$ cat src/design/accel_event_regs.svh
// Register indices, field positions, reset values and timing figures
`ifndef ACCEL_EVENT_REGS_SVH
`define ACCEL_EVENT_REGS_SVH

// ----------------------------------------
// Register indices (byte address is four times the index)
// ----------------------------------------
`define IDX_IDENTITY 6'h00
`define IDX_SHOCK_LEVEL 6'h1d
`define IDX_X_TRIM 6'h1e
`define IDX_Y_TRIM 6'h1f
`define IDX_Z_TRIM 6'h20
`define IDX_SHOCK_MAX_LENGTH 6'h21
`define IDX_SHOCK_GAP_TIME 6'h22
`define IDX_SECOND_SHOCK_SPAN 6'h23
`define IDX_MOTION_LEVEL 6'h24
`define IDX_STILL_LEVEL 6'h25
`define IDX_STILL_DURATION 6'h26
`define IDX_MOTION_AXIS_COUPLING 6'h27
`define IDX_SHOCK_AXIS_SELECT 6'h2a
`define IDX_EVENT_AXIS_ORIGIN 6'h2b
`define IDX_SAMPLE_RATE_POWER 6'h2c
`define IDX_POWER_CONTROL 6'h2d
`define IDX_IRQ_MASK 6'h2e
`define IDX_IRQ_PIN_ROUTE 6'h2f
`define IDX_IRQ_CAUSE 6'h30
`define IDX_OUTPUT_FORMAT 6'h31
`define IDX_X_SAMPLE_LOW 6'h32
`define IDX_X_SAMPLE_HIGH 6'h33
`define IDX_Y_SAMPLE_LOW 6'h34
`define IDX_Y_SAMPLE_HIGH 6'h35
`define IDX_Z_SAMPLE_LOW 6'h36
`define IDX_Z_SAMPLE_HIGH 6'h37
`define IDX_QUEUE_CONTROL 6'h38
`define IDX_QUEUE_STATUS 6'h39

// ----------------------------------------
// Reset values and field positions
// ----------------------------------------
`define CFG_RESET 8'h00
`define RATE_RESET 8'h0a
`define CAUSE_RESET 8'h02
`define MOTION_AC_BIT 7
`define MOTION_AXES 6:4
`define STILL_AC_BIT 3
`define STILL_AXES 2:0
`define SUPPRESS_BIT 3
`define SHOCK_AXES_EN 2:0
`define CAUSE_READY_BIT 7
`define CAUSE_SINGLE_BIT 6
`define CAUSE_DOUBLE_BIT 5
`define CAUSE_MOTION_BIT 4
`define CAUSE_STILL_BIT 3
`define ORIGIN_MOTION 6:4
`define ORIGIN_SHOCK 2:0

// ----------------------------------------
// Timing and scaling
// ----------------------------------------
`define CLK_PERIOD_NS 25
`define SHOCK_STEP_NS 625000
`define GAP_STEP_NS 1250000
`define STILL_STEP_NS 1000000000
`define TRIM_SHIFT_DEF 2
`define LEVEL_SHIFT_DEF 4
`define ID_CODE_DEF 8'h5a
`define RESP_OKAY 2'b00
`define RESP_SLVERR 2'b10

`endif

$ cat src/design/accel_event_pkg.sv
// Types shared by the accelerometer event register bank
package accel_event_pkg;
  // Three axes, element 2 is x, 1 is y, 0 is z
  typedef struct packed {
    logic [2:0][15:0] axis;
  } trio_t;
  // Settings passed on to the sampling and power logic
  typedef struct packed {
    logic [7:0] rate;
    logic [7:0] power;
    logic [7:0] format;
    logic [7:0] queue;
    logic [7:0] route;
  } ext_cfg_t;
  // Shock sequence states
  typedef enum logic [2:0] {
    SH_IDLE,
    SH_HIGH1,
    SH_OVER,
    SH_LATENT,
    SH_SPAN,
    SH_HIGH2
  } shock_state_t;
endpackage : accel_event_pkg

$ cat src/design/accel_event_config_regs.sv
// Register bank and shock, motion and stillness detection of the accelerometer
// Contract
// - every register eight bits, one address
// - index zero returns fixed identity code
// - shock magnitude compared to shock level
// - signed trim added to output data
// - shock must not outlast max length
// - zero max length disables all shocks
// - gap time precedes second shock span
// - zero gap or span disables double
// - second shock must begin within span
// - motion compared to motion level
// - stillness compared to still level
// - stillness needs still duration seconds
// - stillness filtered, shock and motion raw
// - stillness only fires on a sample
// - zero duration fires on low sample
// - coupling and axis bits of control
// - coupling zero direct, one relative
// - motion reference latched at detection start
// - still reference refreshed when level exceeded
// - rate and cause have nonzero reset
// - motion any axis, stillness all axes
//
// The AXI4-Lite interface to the registers was left to the implementer.
`timescale 1ns/1ps
`include "accel_event_regs.svh"

module accel_event_config_regs import accel_event_pkg::*; #(
  parameter int STEP_CYC = `SHOCK_STEP_NS / `CLK_PERIOD_NS,
  parameter int STEPS_PER_SEC = `STILL_STEP_NS / `SHOCK_STEP_NS,
  parameter int TRIM_SHIFT = `TRIM_SHIFT_DEF,
  parameter int LEVEL_SHIFT = `LEVEL_SHIFT_DEF,
  parameter logic [7:0] ID_CODE = `ID_CODE_DEF // Arbitrary value
) (
  input wire logic core_clk_i,
  input wire logic sys_rst_i,
  input wire logic [7:0] s_axi_awaddr_i,
  input wire logic s_axi_awvalid_i,
  output logic s_axi_awready_o,
  input wire logic [31:0] s_axi_wdata_i,
  input wire logic [3:0] s_axi_wstrb_i,
  input wire logic s_axi_wvalid_i,
  output logic s_axi_wready_o,
  output logic [1:0] s_axi_bresp_o,
  output logic s_axi_bvalid_o,
  input wire logic s_axi_bready_i,
  input wire logic [7:0] s_axi_araddr_i,
  input wire logic s_axi_arvalid_i,
  output logic s_axi_arready_o,
  output logic [31:0] s_axi_rdata_o,
  output logic [1:0] s_axi_rresp_o,
  output logic s_axi_rvalid_o,
  input wire logic s_axi_rready_i,
  input wire trio_t raw_sample_i,
  input wire trio_t filt_sample_i,
  input wire logic sample_strobe_i,
  input wire logic [7:0] queue_status_i,
  output ext_cfg_t ext_cfg_o,
  output logic [7:0] event_cause_o
);

  // ----------------------------------------
  // Declarations
  // ----------------------------------------
  logic [7:0] rw_q [0:63]; // Writable bank, one byte per index
  logic [7:0] next_rw [0:63];
  logic bvalid_q, next_bvalid; // Write answer pending
  logic [1:0] bresp_q, next_bresp;
  logic rvalid_q, next_rvalid; // Read answer pending
  logic [1:0] rresp_q, next_rresp;
  logic [7:0] rdata_q, next_rdata;
  logic wr_fire, rd_fire; // Bus transfers taken this edge
  logic [5:0] wr_idx, rd_idx;
  trio_t data_q, next_data; // Trimmed output data
  logic [7:0] cause_q, next_cause;
  logic [7:0] origin_q, next_origin;
  logic [31:0] pre_q, next_pre; // Step prescaler
  logic half_q, next_half; // Odd or even step
  logic step_tick, gap_tick;
  shock_state_t sh_q, next_sh;
  logic [8:0] sh_cnt_q, next_sh_cnt; // One bit wider than the limits
  logic [2:0] sh_axes_q, next_sh_axes;
  logic single_evt, double_evt;
  logic m_armed_q, next_m_armed;
  trio_t mref_q, next_mref;
  logic motion_evt;
  logic s_armed_q, next_s_armed;
  logic s_low_q, next_s_low; // Last sample was all below
  logic s_done_q, next_s_done; // Event already given
  trio_t sref_q, next_sref;
  logic [31:0] sec_pre_q, next_sec_pre;
  logic [7:0] secs_q, next_secs;
  logic still_evt;
  logic [2:0] shock_hi, motion_hi, still_lo;
  logic [15:0] sum [0:2];
  logic [17:0] shock_thr, motion_thr, still_thr;
  logic shock_above;
  logic [2:0] m_axes, s_axes;
  logic m_ac, s_ac;

  // Unsigned size of a signed value
  function automatic logic [17:0] mag(input logic signed [17:0] v);
    mag = v[17] ? 18'(-v) : 18'(v);
  endfunction : mag

  // Indices that software may write
  function automatic logic is_rw(input logic [5:0] i);
    case (i)
      `IDX_SHOCK_LEVEL, `IDX_X_TRIM, `IDX_Y_TRIM, `IDX_Z_TRIM,
      `IDX_SHOCK_MAX_LENGTH, `IDX_SHOCK_GAP_TIME, `IDX_SECOND_SHOCK_SPAN,
      `IDX_MOTION_LEVEL, `IDX_STILL_LEVEL, `IDX_STILL_DURATION,
      `IDX_MOTION_AXIS_COUPLING, `IDX_SHOCK_AXIS_SELECT,
      `IDX_SAMPLE_RATE_POWER, `IDX_POWER_CONTROL, `IDX_IRQ_MASK,
      `IDX_IRQ_PIN_ROUTE, `IDX_OUTPUT_FORMAT, `IDX_QUEUE_CONTROL: is_rw = 1'b1;
      default: is_rw = 1'b0;
    endcase
  endfunction : is_rw

  // Indices that answer; reserved and unmapped ones get an error
  function automatic logic is_mapped(input logic [5:0] i);
    case (i)
      `IDX_IDENTITY, `IDX_EVENT_AXIS_ORIGIN, `IDX_IRQ_CAUSE,
      `IDX_X_SAMPLE_LOW, `IDX_X_SAMPLE_HIGH, `IDX_Y_SAMPLE_LOW,
      `IDX_Y_SAMPLE_HIGH, `IDX_Z_SAMPLE_LOW, `IDX_Z_SAMPLE_HIGH,
      `IDX_QUEUE_STATUS: is_mapped = 1'b1;
      default: is_mapped = is_rw(i);
    endcase
  endfunction : is_mapped

  // ----------------------------------------
  // Per-axis arithmetic
  // ----------------------------------------
  assign m_axes = rw_q[`IDX_MOTION_AXIS_COUPLING][`MOTION_AXES];
  assign s_axes = rw_q[`IDX_MOTION_AXIS_COUPLING][`STILL_AXES];
  assign m_ac = rw_q[`IDX_MOTION_AXIS_COUPLING][`MOTION_AC_BIT];
  assign s_ac = rw_q[`IDX_MOTION_AXIS_COUPLING][`STILL_AC_BIT];
  // Levels brought to sample units
  assign shock_thr = 18'(rw_q[`IDX_SHOCK_LEVEL]) << LEVEL_SHIFT;
  assign motion_thr = 18'(rw_q[`IDX_MOTION_LEVEL]) << LEVEL_SHIFT;
  assign still_thr = 18'(rw_q[`IDX_STILL_LEVEL]) << LEVEL_SHIFT;

  for (genvar i = 0; i < 3; i++) begin : g_axis
    logic signed [17:0] raw_e, filt_e, mref_e, sref_e, trim_e;
    assign raw_e = 18'($signed(raw_sample_i.axis[i]));
    assign filt_e = 18'($signed(filt_sample_i.axis[i]));
    assign mref_e = 18'($signed(mref_q.axis[i]));
    assign sref_e = 18'($signed(sref_q.axis[i]));
    // Trim of x sits lowest, matching axis order x=2
    assign trim_e = 18'($signed(rw_q[6'(`IDX_Z_TRIM - i)])) <<< TRIM_SHIFT;
    // Wraps on overflow rather than saturating
    assign sum[i] = 16'(raw_e + trim_e);
    // Shock and motion look at raw samples, stillness at filtered
    assign shock_hi[i] = mag(raw_e) > shock_thr;
    assign motion_hi[i] = mag(m_ac ? raw_e - mref_e : raw_e) > motion_thr;
    assign still_lo[i] = mag(s_ac ? filt_e - sref_e : filt_e) < still_thr;
  end

  // ----------------------------------------
  // Bus slave and register bank
  // ----------------------------------------
  // One write and one read in flight; address and data taken together
  assign wr_fire = s_axi_awvalid_i & s_axi_wvalid_i & ~bvalid_q;
  assign rd_fire = s_axi_arvalid_i & ~rvalid_q;
  assign wr_idx = s_axi_awaddr_i[7:2];
  assign rd_idx = s_axi_araddr_i[7:2];
  assign s_axi_awready_o = wr_fire;
  assign s_axi_wready_o = wr_fire;
  assign s_axi_arready_o = ~rvalid_q;
  assign s_axi_bvalid_o = bvalid_q;
  assign s_axi_bresp_o = bresp_q;
  assign s_axi_rvalid_o = rvalid_q;
  assign s_axi_rresp_o = rresp_q;
  assign s_axi_rdata_o = {24'h000000, rdata_q};

  // Next values of the bank and both answer channels
  always_comb begin
    next_rw = rw_q;
    // Only writable indices store; others drop the data
    if (wr_fire && s_axi_wstrb_i[0] && is_rw(wr_idx)) begin
      next_rw[wr_idx] = s_axi_wdata_i[7:0];
    end
    next_bvalid = wr_fire | (bvalid_q & ~s_axi_bready_i);
    next_bresp = bresp_q;
    if (wr_fire) begin
      next_bresp = is_mapped(wr_idx) ? `RESP_OKAY : `RESP_SLVERR;
    end
    next_rvalid = rd_fire | (rvalid_q & ~s_axi_rready_i);
    next_rresp = rresp_q;
    next_rdata = rdata_q;
    if (rd_fire) begin
      next_rresp = is_mapped(rd_idx) ? `RESP_OKAY : `RESP_SLVERR;
      case (rd_idx)
        `IDX_IDENTITY: next_rdata = ID_CODE;
        `IDX_EVENT_AXIS_ORIGIN: next_rdata = origin_q;
        `IDX_IRQ_CAUSE: next_rdata = cause_q;
        `IDX_X_SAMPLE_LOW: next_rdata = data_q.axis[2][7:0];
        `IDX_X_SAMPLE_HIGH: next_rdata = data_q.axis[2][15:8];
        `IDX_Y_SAMPLE_LOW: next_rdata = data_q.axis[1][7:0];
        `IDX_Y_SAMPLE_HIGH: next_rdata = data_q.axis[1][15:8];
        `IDX_Z_SAMPLE_LOW: next_rdata = data_q.axis[0][7:0];
        `IDX_Z_SAMPLE_HIGH: next_rdata = data_q.axis[0][15:8];
        `IDX_QUEUE_STATUS: next_rdata = queue_status_i;
        // Reserved and unmapped read as zero
        default: next_rdata = is_rw(rd_idx) ? rw_q[rd_idx] : `CFG_RESET;
      endcase
    end
  end

  // Registers of the bank and the bus answers
  always_ff @(posedge core_clk_i or posedge sys_rst_i) begin
    if (sys_rst_i) begin
      for (int k = 0; k < 64; k++) begin
        rw_q[k] <= (k == `IDX_SAMPLE_RATE_POWER) ? `RATE_RESET : `CFG_RESET;
      end
      bvalid_q <= 1'b0;
      bresp_q <= `RESP_OKAY;
      rvalid_q <= 1'b0;
      rresp_q <= `RESP_OKAY;
      rdata_q <= `CFG_RESET;
    end else begin
      rw_q <= next_rw;
      bvalid_q <= next_bvalid;
      bresp_q <= next_bresp;
      rvalid_q <= next_rvalid;
      rresp_q <= next_rresp;
      rdata_q <= next_rdata;
    end
  end

  assign ext_cfg_o = '{rate: rw_q[`IDX_SAMPLE_RATE_POWER],
                       power: rw_q[`IDX_POWER_CONTROL],
                       format: rw_q[`IDX_OUTPUT_FORMAT],
                       queue: rw_q[`IDX_QUEUE_CONTROL],
                       route: rw_q[`IDX_IRQ_PIN_ROUTE]};
  assign event_cause_o = cause_q;

  // ----------------------------------------
  // Time base: shock steps and gap steps
  // ----------------------------------------
  // Free running, so the first step may come early by up to one step
  always_comb begin
    step_tick = (pre_q == 32'(STEP_CYC - 1));
    next_pre = step_tick ? 32'h00000000 : pre_q + 32'h00000001;
    // A gap step is every second shock step
    gap_tick = step_tick & half_q;
    next_half = half_q ^ step_tick;
  end

  // Prescaler registers
  always_ff @(posedge core_clk_i or posedge sys_rst_i) begin
    if (sys_rst_i) begin
      pre_q <= 32'h00000000;
      half_q <= 1'b0;
    end else begin
      pre_q <= next_pre;
      half_q <= next_half;
    end
  end

  // ----------------------------------------
  // Shock sequence
  // ----------------------------------------
  assign shock_above = |(shock_hi & rw_q[`IDX_SHOCK_AXIS_SELECT][`SHOCK_AXES_EN]);

  // Single and double shock state machine
  always_comb begin
    logic [7:0] shock_max_length, gap, span;
    logic dbl_ok;
    shock_max_length = rw_q[`IDX_SHOCK_MAX_LENGTH];
    gap = rw_q[`IDX_SHOCK_GAP_TIME];
    span = rw_q[`IDX_SECOND_SHOCK_SPAN];
    dbl_ok = (gap != 8'h00) && (span != 8'h00);
    next_sh = sh_q;
    next_sh_cnt = sh_cnt_q;
    next_sh_axes = sh_axes_q;
    single_evt = 1'b0;
    double_evt = 1'b0;
    case (sh_q)
      SH_IDLE: begin
        if (shock_above) begin
          next_sh = SH_HIGH1;
          next_sh_cnt = 9'h000;
          next_sh_axes = shock_hi & rw_q[`IDX_SHOCK_AXIS_SELECT][`SHOCK_AXES_EN];
        end
      end
      SH_HIGH1: begin
        if (!shock_above) begin
          single_evt = 1'b1;
          next_sh_cnt = 9'h000;
          next_sh = dbl_ok ? SH_LATENT : SH_IDLE;
        end else if (step_tick) begin
          next_sh_cnt = sh_cnt_q + 9'h001;
          // Too long above the level: not a shock
          if (next_sh_cnt > {1'b0, shock_max_length}) next_sh = SH_OVER;
        end
      end
      SH_OVER: begin
        if (!shock_above) next_sh = SH_IDLE;
      end
      SH_LATENT: begin
        if (rw_q[`IDX_SHOCK_AXIS_SELECT][`SUPPRESS_BIT] && shock_above) begin
          next_sh = SH_IDLE;
        end else if (!dbl_ok) begin
          next_sh = SH_IDLE;
        end else if (gap_tick) begin
          next_sh_cnt = sh_cnt_q + 9'h001;
          if (next_sh_cnt >= {1'b0, gap}) begin
            next_sh = SH_SPAN;
            next_sh_cnt = 9'h000;
          end
        end
      end
      SH_SPAN: begin
        if (!dbl_ok) begin
          next_sh = SH_IDLE;
        end else if (shock_above) begin
          next_sh = SH_HIGH2;
          next_sh_cnt = 9'h000;
        end else if (gap_tick) begin
          next_sh_cnt = sh_cnt_q + 9'h001;
          if (next_sh_cnt >= {1'b0, span}) next_sh = SH_IDLE;
        end
      end
      SH_HIGH2: begin
        if (!shock_above) begin
          double_evt = 1'b1;
          next_sh = SH_IDLE;
        end else if (step_tick) begin
          next_sh_cnt = sh_cnt_q + 9'h001;
          if (next_sh_cnt > {1'b0, shock_max_length}) next_sh = SH_OVER;
        end
      end
      default: next_sh = SH_IDLE;
    endcase
    // Zero length turns the whole function off
    if (shock_max_length == 8'h00) begin
      next_sh = SH_IDLE;
      single_evt = 1'b0;
      double_evt = 1'b0;
    end
  end

  // Shock registers
  always_ff @(posedge core_clk_i or posedge sys_rst_i) begin
    if (sys_rst_i) begin
      sh_q <= SH_IDLE;
      sh_cnt_q <= 9'h000;
      sh_axes_q <= 3'b000;
    end else begin
      sh_q <= next_sh;
      sh_cnt_q <= next_sh_cnt;
      sh_axes_q <= next_sh_axes;
    end
  end

  // ----------------------------------------
  // Motion detection, raw samples
  // ----------------------------------------
  // Reference taken on first sample after arming, re-armed after each event
  always_comb begin
    next_m_armed = m_armed_q;
    next_mref = mref_q;
    motion_evt = 1'b0;
    if (m_axes == 3'b000) begin
      next_m_armed = 1'b0;
    end else if (sample_strobe_i) begin
      if (m_ac && !m_armed_q) begin
        next_mref = raw_sample_i;
        next_m_armed = 1'b1;
      end else if (|(motion_hi & m_axes)) begin
        motion_evt = 1'b1;
        next_m_armed = 1'b0;
      end
    end
  end

  // Motion registers
  always_ff @(posedge core_clk_i or posedge sys_rst_i) begin
    if (sys_rst_i) begin
      m_armed_q <= 1'b0;
      mref_q <= '0;
    end else begin
      m_armed_q <= next_m_armed;
      mref_q <= next_mref;
    end
  end

  // ----------------------------------------
  // Stillness detection, filtered samples
  // ----------------------------------------
  // Seconds restart whenever a sample is not still
  always_comb begin
    logic all_lo;
    logic sec_tick;
    all_lo = &(still_lo | ~s_axes);
    sec_tick = step_tick && (sec_pre_q == 32'(STEPS_PER_SEC - 1));
    next_s_armed = s_armed_q;
    next_s_low = s_low_q;
    next_s_done = s_done_q;
    next_sref = sref_q;
    next_sec_pre = sec_pre_q;
    next_secs = secs_q;
    still_evt = 1'b0;
    if (step_tick) next_sec_pre = sec_tick ? 32'h00000000 : sec_pre_q + 32'h00000001;
    if (sec_tick && s_low_q && secs_q != 8'hff) next_secs = secs_q + 8'h01;
    if (s_axes == 3'b000) begin
      next_s_armed = 1'b0;
      next_s_low = 1'b0;
      next_s_done = 1'b0;
      next_secs = 8'h00;
    end else if (sample_strobe_i) begin
      if (s_ac && !s_armed_q) begin
        next_sref = filt_sample_i;
        next_s_armed = 1'b1;
      end else if (!all_lo) begin
        // Level exceeded: start over from this sample
        if (s_ac) next_sref = filt_sample_i;
        next_s_low = 1'b0;
        next_s_done = 1'b0;
        next_secs = 8'h00;
        next_sec_pre = 32'h00000000;
      end else begin
        next_s_low = 1'b1;
        // Judged only on a sample, so zero fires on the first low one
        if (!s_done_q && secs_q >= rw_q[`IDX_STILL_DURATION]) begin
          still_evt = 1'b1;
          next_s_done = 1'b1;
        end
      end
    end
  end

  // Stillness registers
  always_ff @(posedge core_clk_i or posedge sys_rst_i) begin
    if (sys_rst_i) begin
      s_armed_q <= 1'b0;
      s_low_q <= 1'b0;
      s_done_q <= 1'b0;
      sref_q <= '0;
      sec_pre_q <= 32'h00000000;
      secs_q <= 8'h00;
    end else begin
      s_armed_q <= next_s_armed;
      s_low_q <= next_s_low;
      s_done_q <= next_s_done;
      sref_q <= next_sref;
      sec_pre_q <= next_sec_pre;
      secs_q <= next_secs;
    end
  end

  // ----------------------------------------
  // Output data, cause and origin
  // ----------------------------------------
  // Reading the cause clears it; a new event in that cycle still sets
  always_comb begin
    logic [7:0] set;
    set = `CFG_RESET;
    next_data = data_q;
    if (sample_strobe_i) begin
      for (int k = 0; k < 3; k++) next_data.axis[k] = sum[k];
    end
    set[`CAUSE_READY_BIT] = sample_strobe_i;
    set[`CAUSE_SINGLE_BIT] = single_evt;
    set[`CAUSE_DOUBLE_BIT] = double_evt;
    set[`CAUSE_MOTION_BIT] = motion_evt;
    set[`CAUSE_STILL_BIT] = still_evt;
    next_cause = cause_q;
    if (rd_fire && rd_idx == `IDX_IRQ_CAUSE) next_cause = `CFG_RESET;
    next_cause = next_cause | set;
    // Motion or shock origin bits are overwritten by each new event of that kind; stillness leaves them
    next_origin = origin_q;
    if (motion_evt) next_origin[`ORIGIN_MOTION] = motion_hi & m_axes;
    if (single_evt || double_evt) next_origin[`ORIGIN_SHOCK] = sh_axes_q;
  end

  // Data, cause and origin registers
  always_ff @(posedge core_clk_i or posedge sys_rst_i) begin
    if (sys_rst_i) begin
      data_q <= '0;
      cause_q <= `CAUSE_RESET;
      origin_q <= `CFG_RESET;
    end else begin
      data_q <= next_data;
      cause_q <= next_cause;
      origin_q <= next_origin;
    end
  end

endmodule : accel_event_config_regs

$ cat config.mk
export PLATFORM = sky130hd
export DESIGN_NAME = accel_event_config_regs
export DESIGN_NICKNAME = d
export VERILOG_FILES = /design/src/design/accel_event_pkg.sv /design/src/design/accel_event_config_regs.sv
export VERILOG_INCLUDE_DIRS = /design/src /design/src/design
export SDC_FILE = /design/constraint.sdc
export NUM_CORES = 2
export LEC_CHECK = 0
export BUFFER_PORTS_ARGS = -buffer_cell sky130_fd_sc_hd__buf_2
export CAP_MARGIN = 20
export CORE_AREA = 2 2 287 289
export CTS_BUF_LIST = sky130_fd_sc_hd__clkbuf_8
export DETAILED_ROUTE_END_ITERATION = 12
export DIE_AREA = 0 0 289 291
export PLACE_DENSITY = 0.76
export REMOVE_ABC_BUFFERS = 1
export SLEW_MARGIN = 20
export SYNTH_ARGS = -nofsm -noshare
export SYNTH_HDL_FRONTEND = slang
export SYNTH_SLANG_ARGS = --single-unit
$ cat constraint.sdc
create_clock -name core_clk_i -period 25 [get_ports core_clk_i]
set_clock_uncertainty 0.15 [all_clocks]
set_input_delay 2.5 -clock core_clk_i [delete_from_list [all_inputs] [get_ports core_clk_i]]
set_output_delay 2.5 -clock core_clk_i [all_outputs]
set_load 0.005 [all_outputs]
# Word level (Yosys, flattened, before mapping)
# Memory sizes are Yosys's and may differ from the RTL's.
# Cells that the tools add are included.
word_totals:
  register_bits: 776
  rom_bits: 256
  word_cells: 348
  mem_count: 4
  input_bits: 164
memory_table:
  columns: ["memory", "depth", "width", "rd", "rd_ports_with_merged_regs", "write_ports", "line_no", "rtl"]
  rows:
  - ["(no name shown)", 64, 1, 1, 0, 0, "accel_event_config_regs.sv:109", "case (i)"]
  - ["(no name shown)", 64, 1, 1, 0, 0, "accel_event_config_regs.sv:109", null]
  - ["(no name shown)", 64, 1, 1, 0, 0, "accel_event_config_regs.sv:109", null]
  - ["(no name shown)", 64, 1, 1, 0, 0, "accel_event_config_regs.sv:109", null]
op_classes:
  muxes: 106
  n_lt_le_gt_ge: 16
  eq_ne: 42
  reduce_logical: 44
  n_bitwise: 22
  add_sub_neg: 22
op_table:
  columns: ["operator", "n"]
  rows:
  - ["512-bit bitwise mux", 1]
  - ["18-bit two-way mux", 15]
  - ["32-bit two-way mux", 7]
  - ["48-bit two-way mux", 3]
  - ["6-bit == test (second input constant)", 18]
  - ["18-bit by 12-bit > comparator with 1-bit output", 6]
  - ["18-bit negation", 6]
  - ["16-bit by 16-bit subtractor with 17-bit output", 6]
  - ["9-bit two-way mux", 11]
  - ["8-bit two-way mux", 10]
  - ["8-bit case mux with 10 select lines", 1]
  - ["32-bit by 1-bit adder with 32-bit output (second input constant)", 2]
  - ["18-bit by 12-bit < comparator with 1-bit output", 3]
  - ["16-bit negation with 18-bit output", 3]
  - ["16-bit by 10-bit adder with 16-bit output", 3]
  - ["8-bit binary-select mux with 6-bit select", 1]
  - ["8-bit demux with 6-bit select", 1]
  - ["3-bit two-way mux", 15]
  - ["9-bit case mux with 5 select lines", 1]
  - ["1-bit two-way mux", 36]
  - ["32-bit by 11-bit == test with 1-bit output (second input constant)", 1]
  - ["32-bit by 15-bit == test with 1-bit output (second input constant)", 1]
  - ["5-bit != test (second input constant)", 4]
  - ["10-bit OR reduction", 2]
  - ["other kinds (42)", 95]

# Logic depth before layout (Yosys ltp)
logic_depth:
  depth_word: 12
  ltp_mapped: 26

# Worst setup path after synthesis
# No wires, ideal clock.
synth_timing:
  path_kind: "input -> register"
  startpoint: "in filt_sample_i[16] (netlist name)"
  endpoint: "reg sref_q (netlist bit g_axis[1].sref_e[0])"
  arrival_time_ps: 6905
  setup_time_ps: 125
  path_stages: 23
  path_slack_ps: 17820
  path_buffers: 2
  path_cell_list: "inv_1 ha_1 fa_1 nor2b_1 o31a_1 o32ai_2 nand3b_1 a41oi_2 nand2_1 o21ai_1 nor2_1 xnor2_1 ha_1 a21o_1 a21o_1 a21oi_1 o221ai_1 or4_1 a221oi_2 a311oi_2 buf_6 buf_6 mux2_4"
synth_via:
  elab_chain_cells: 9
  elab_cells_between_ends: 12
  cone_classes: "2 x add/sub; 1 x order compare; 1 x eq/ne; 5 x mux; 1 x bitwise; 2 x reduce/logical"
synth_lines:
  columns: ["item", "line_no", "rtl"]
  rows:
  - ["start, declared", "accel_event_config_regs.sv:56", "input wire trio_t filt_sample_i,"]
  - ["16-bit by 16-bit subtractor with 17-bit output", "accel_event_config_regs.sv:156", "assign still_lo[i] = mag(s_ac ? filt_e - sref_e : filt_e) < still_thr;"]
  - ["18-bit two-way mux", "accel_event_config_regs.sv:156", null]
  - ["18-bit negation", "accel_event_config_regs.sv:104", "mag = v[17] ? 18'(-v) : 18'(v);"]
  - ["18-bit two-way mux", "accel_event_config_regs.sv:104", null]
  - ["18-bit by 12-bit < comparator with 1-bit output", "accel_event_config_regs.sv:156", null]
  - ["3-bit bitwise OR", "accel_event_config_regs.sv:396", "all_lo = &(still_lo | ~s_axes);"]
  - ["3-bit AND reduction", "accel_event_config_regs.sv:396", null]
  - ["2-bit by 1-bit != test with 1-bit output (no source line)", null, null]
  - ["4-bit AND reduction (no source line)", null, null]
  - ["end signal, assigned", "accel_event_config_regs.sv:447", "sref_q <= next_sref;"]
  - ["end, declared", "accel_event_config_regs.sv:91", "trio_t sref_q, next_sref;"]
# Several ways; a longest one is shown, not always the timed one. The select of a mux whose other input is x is not followed.
# A chain may end at the register's enable or synchronous reset.

# Worst setup path after layout
layout_timing:
  startpoint: "in filt_sample_i[33] (netlist name)"
  endpoint: "reg sref_q (netlist bit g_axis[2].sref_e[0])"
layout_via:
  elab_chain_cells: 9
layout_lines:
  columns: ["item", "line_no"]
  rows:
  - ["16-bit by 16-bit subtractor with 17-bit output", "accel_event_config_regs.sv:156"]
  - ["18-bit two-way mux *", "accel_event_config_regs.sv:156"]
  - ["18-bit negation", "accel_event_config_regs.sv:104"]
  - ["18-bit two-way mux *", "accel_event_config_regs.sv:104"]
  - ["18-bit by 12-bit < comparator with 1-bit output *", "accel_event_config_regs.sv:156"]
  - ["3-bit bitwise OR *", "accel_event_config_regs.sv:396"]
  - ["3-bit AND reduction *", "accel_event_config_regs.sv:396"]
  - ["2-bit by 1-bit != test with 1-bit output (no source line) *", null]
  - ["4-bit AND reduction (no source line) *", null]
# Every way passes the cells marked *; elsewhere a longest branch is shown, timed or not.

==> results.cfg <==
[critical_path]
critPathRequiredTime_ns = 25.53
cp_max_fo = 23
worstSetupEndpointType = flop
critical_path_arrival_ns = 7.96
reg2reg_slack_ns = 18.97
crit_family = compound AO/OA/AOI/OAI gates
critPathMostFrequentCell = a21oi_1
critical_path.startpoint_type = primary input
slowest_stage = a2111oi_1
crit_buf_inv = 2
worstPathCellList = buf_2, ha_1, nor2b_1, o31ai_1, nor3_1, a2111oi_1, o2111ai_1, nor4b_2, a21oi_1, xnor2_1, ha_1, nand4_1, nor2_1, a21oi_1, nand2_1, or3_1, a21oi_1, a311oi_4, buf_4, mux2_4
critPathKind = in -> reg
slowest_delay_ns = 0.78

[yosys]
synth_cells = 4283
syn_area_per_cell_um2 = 10.3
netlist_area_um2 = 44300
synth_edf_count = 0
ys_ff_latch = 756
synthDistinctLibCells = 94
yosysWarnings = 0
yosys_most_used_dff = dfrtp_1
yosysSeqAreaShare_pct = 42.7
ys_async_sr_fraction_pct = 100

[sta]
worstMarginPinSlew_ns = 1.09
setup_viol = 0
layout_min_cycle_time_ns = 7.43
report.final.slew_viol_count = 0
min_period_over_period_pct = 29.7
rsz0062_at_grt = no
finalSetupTns_ns = 0
slew-limit-headroom_pct = 26.8
setup_slack_ns = 17.57
hold_violations = 0
fmax_mhz = 135

[power_and_ir_drop]
power_uw = 2870
p_leak_uw = 0.0220
p_per_area_nw_per_um2 = 60.6
peakVddDrop_mv = 0.0491

[clock_tree]
clkTransAtPathRegs_ns = 0.06
cts_sinks = 756
ctsHtreeMaxLevel = 4
cts_tree = done
cts_resized = 0
tritoncts.num_buffers = 130
cts_hold_buf = 0
clkLatencyLatePin_ns = 0.84
cts_buffer_depth = 3
cts_setup_buffers = 0
clockRootBuffer = clkbuf_8

[finish]
layout.nets = 4521
stdcell_area_um2 = 47400
area_growth_pct = 6.93
drive_gt1_share_pct = 20.4
final_cells = 5278

[status]
status = finished, final reports clean

[placement]
gp_congestion = 0.924
dp_slack_ns = 16.81
dp.cells = 5038
placed_area_um2 = 44600
dpl.hpwl_mm = 76.2
numPortBuffers = 193

[floorplan]
coreArea_um2 = 81200
pin_count = 253
die_h_um = 291
start_util_pct = 54.6
rows = 105
die_area_um2 = 84100
die_w_um = 289

[drt]
wl_per_cell_um = 20.3
drt-total-wl_mm = 107
drt_iter0_drc = 2336
remaining_drc_errors = 0
postRouteAntennaNets = 0
viasPerCell = 5.97
vias = 31500
first_pass_iters = 6

[global_routing]
grt-ovfl-total = 0
grt_max_degree = 210
grt_use_total_pct = 25.8
grt_pass1_vias = 31000
antenna_found_initial = 3
grt_pass1_wl_mm = 171

[min_path]
min_path_type = reg -> reg

[flow_run]
max_cap_viol_count = 0
## area by class of cell
type | count | area (um^2)
Sequential cell | 756 | 18900
Clock buffer | 159 | 2190
Antenna cell | 4 | 10.0
Multi-Input combinational cell | 2752 | 22200
Timing Repair Buffer | 223 | 1250
Tap cell | 1070 | 1340
Fill cell | 6577 | 33800
Inverter | 238 | 901
Clock inverter | 76 | 547
## worst paths after layout
path,start,end,cells after the start
worst max-delay path,filt_sample_i[33],g_axis[2].sref_e[0],20
worst min-delay path,rw_q[304],rw_q[304],0
worst max register to register,g_axis[2].sref_e[1],g_axis[2].sref_e[0],20
worst min register to register,rw_q[304],rw_q[304],0
max in group asynchronous,sys_rst_i,m_ac,5
min in group asynchronous,sys_rst_i,g_axis[2].sref_e[3],2
## cells in the mapped netlist (33+ instances only)
cell / instances / area share [%]
mux2_2: 208 / 5.3
ha_1: 247 / 7.0
inv_1: 237 / 2.0
xor2_1: 81 / 1.6
nand4_1: 50 / 0.71
nor2_1: 217 / 1.8
nand2_1: 300 / 2.5
o21ai_0: 206 / 2.3
nor3_1: 83 / 0.94
xnor2_1: 123 / 2.4
a21oi_1: 154 / 1.7
clkbuf_1: 464 / 3.9
o21a_1: 54 / 0.91
dfrtp_1: 753 / 43
a31oi_1: 38 / 0.54
and3_1: 37 / 0.52
nor4_1: 35 / 0.49
nand2b_1: 35 / 0.49
mux4_2: 162 / 8.2
nor2b_1: 67 / 0.95
or3_1: 33 / 0.47
buf_4: 69 / 1.2
nand3_1: 93 / 1.1
a21o_1: 52 / 0.88
## where the power goes
part | leakage (uW) | internal, uW | switching [uW] | total, uW
clock network | 0.00156 | 629 | 544 | 1170
logic | 0.0105 | 153 | 219 | 372
registers | 0.00994 | 1270 | 54.6 | 1330
## layer usage
layer  share of wire (%)  routed length [um]  vias to the layer above  GRT usage (%)
li1                    -                   -                    14700              -
met1                  44               47000                    15400           36.3
met2                  45               48500                     1126           39.2
met3                 7.4                7920                      241           5.20
met4                 3.6                3870                        2           10.2
met5              0.0065                   7                        -              0
## sequential cells by signal, summed over array words and instances, names as in the netlist, 3 cells and up
signal         cells
sh_q               3
g_axis.sref_e     48
g_axis.trim_e     24
sec_pre_q         32
origin_q           6
sh_cnt_q           9
motion_thr         8
m_axes             3
event_cause_o      6
data_q            48
rdata_q            8
g_axis.mref_e     48
pre_q             32
ext_cfg_o         40
rw_q             420
secs_q             8
sh_axes_q          3
## through the flow
| step | hold WS (ns) | utilization [%] |
|---|---|---|
| after floorplan | 0.199 | - |
| after global placement | 0.210 | 54.9 |
| after detailed placement | 0.212 | 54.9 |
| after CTS | 0.225 | 58.3 |
| after global routing | 0.231 | 58.3 |
| final | 0.220 | 58.4 |
## kinds of logic (layout without fill, tap and decap cells)
logic type / Yosys count / count (layout) / share of synthesized area (%)
simple gates: 1064 / 1064 / 12.0
mux: 418 / 418 / 14.8
buf+inv: 802 / 696 / 7.44
other cells: 1 / 32 / 0.00846
compound gates: 782 / 782 / 11.7
flops: 756 / 756 / 42.7
fa+ha+maj: 256 / 256 / 7.38
xor+xnor: 204 / 204 / 4.03
## cell usage in the layout, fill, tap and decap left out, types with 16 or more instances in the layout
cell	Yosys	layout
a211oi_1	28	28
a21o_1	52	52
a21oi_1	154	153
a221oi_1	18	18
a31oi_1	38	38
and2_1	19	19
and3_1	37	37
buf_2	4	191
buf_4	69	26
clkbuf_8	0	160
clkinv_2	0	22
conb_1	1	28
dfrtp_1	753	751
ha_1	247	247
inv_1	237	271
mux2_2	208	208
mux2_4	16	16
mux2i_1	32	32
mux4_2	162	162
nand2_1	300	300
nand2b_1	35	35
nand3_1	93	93
nand4_1	50	50
nor2_1	217	216
nor2b_1	67	67
nor3_1	83	83
nor4_1	35	35
o211ai_1	28	28
o21a_1	54	54
o21ai_0	206	206
o31ai_1	25	25
or3_1	33	33
or4_1	19	19
xnor2_1	123	123
xor2_1	81	81
No activity file was read; power rests on OpenSTA's default activity.
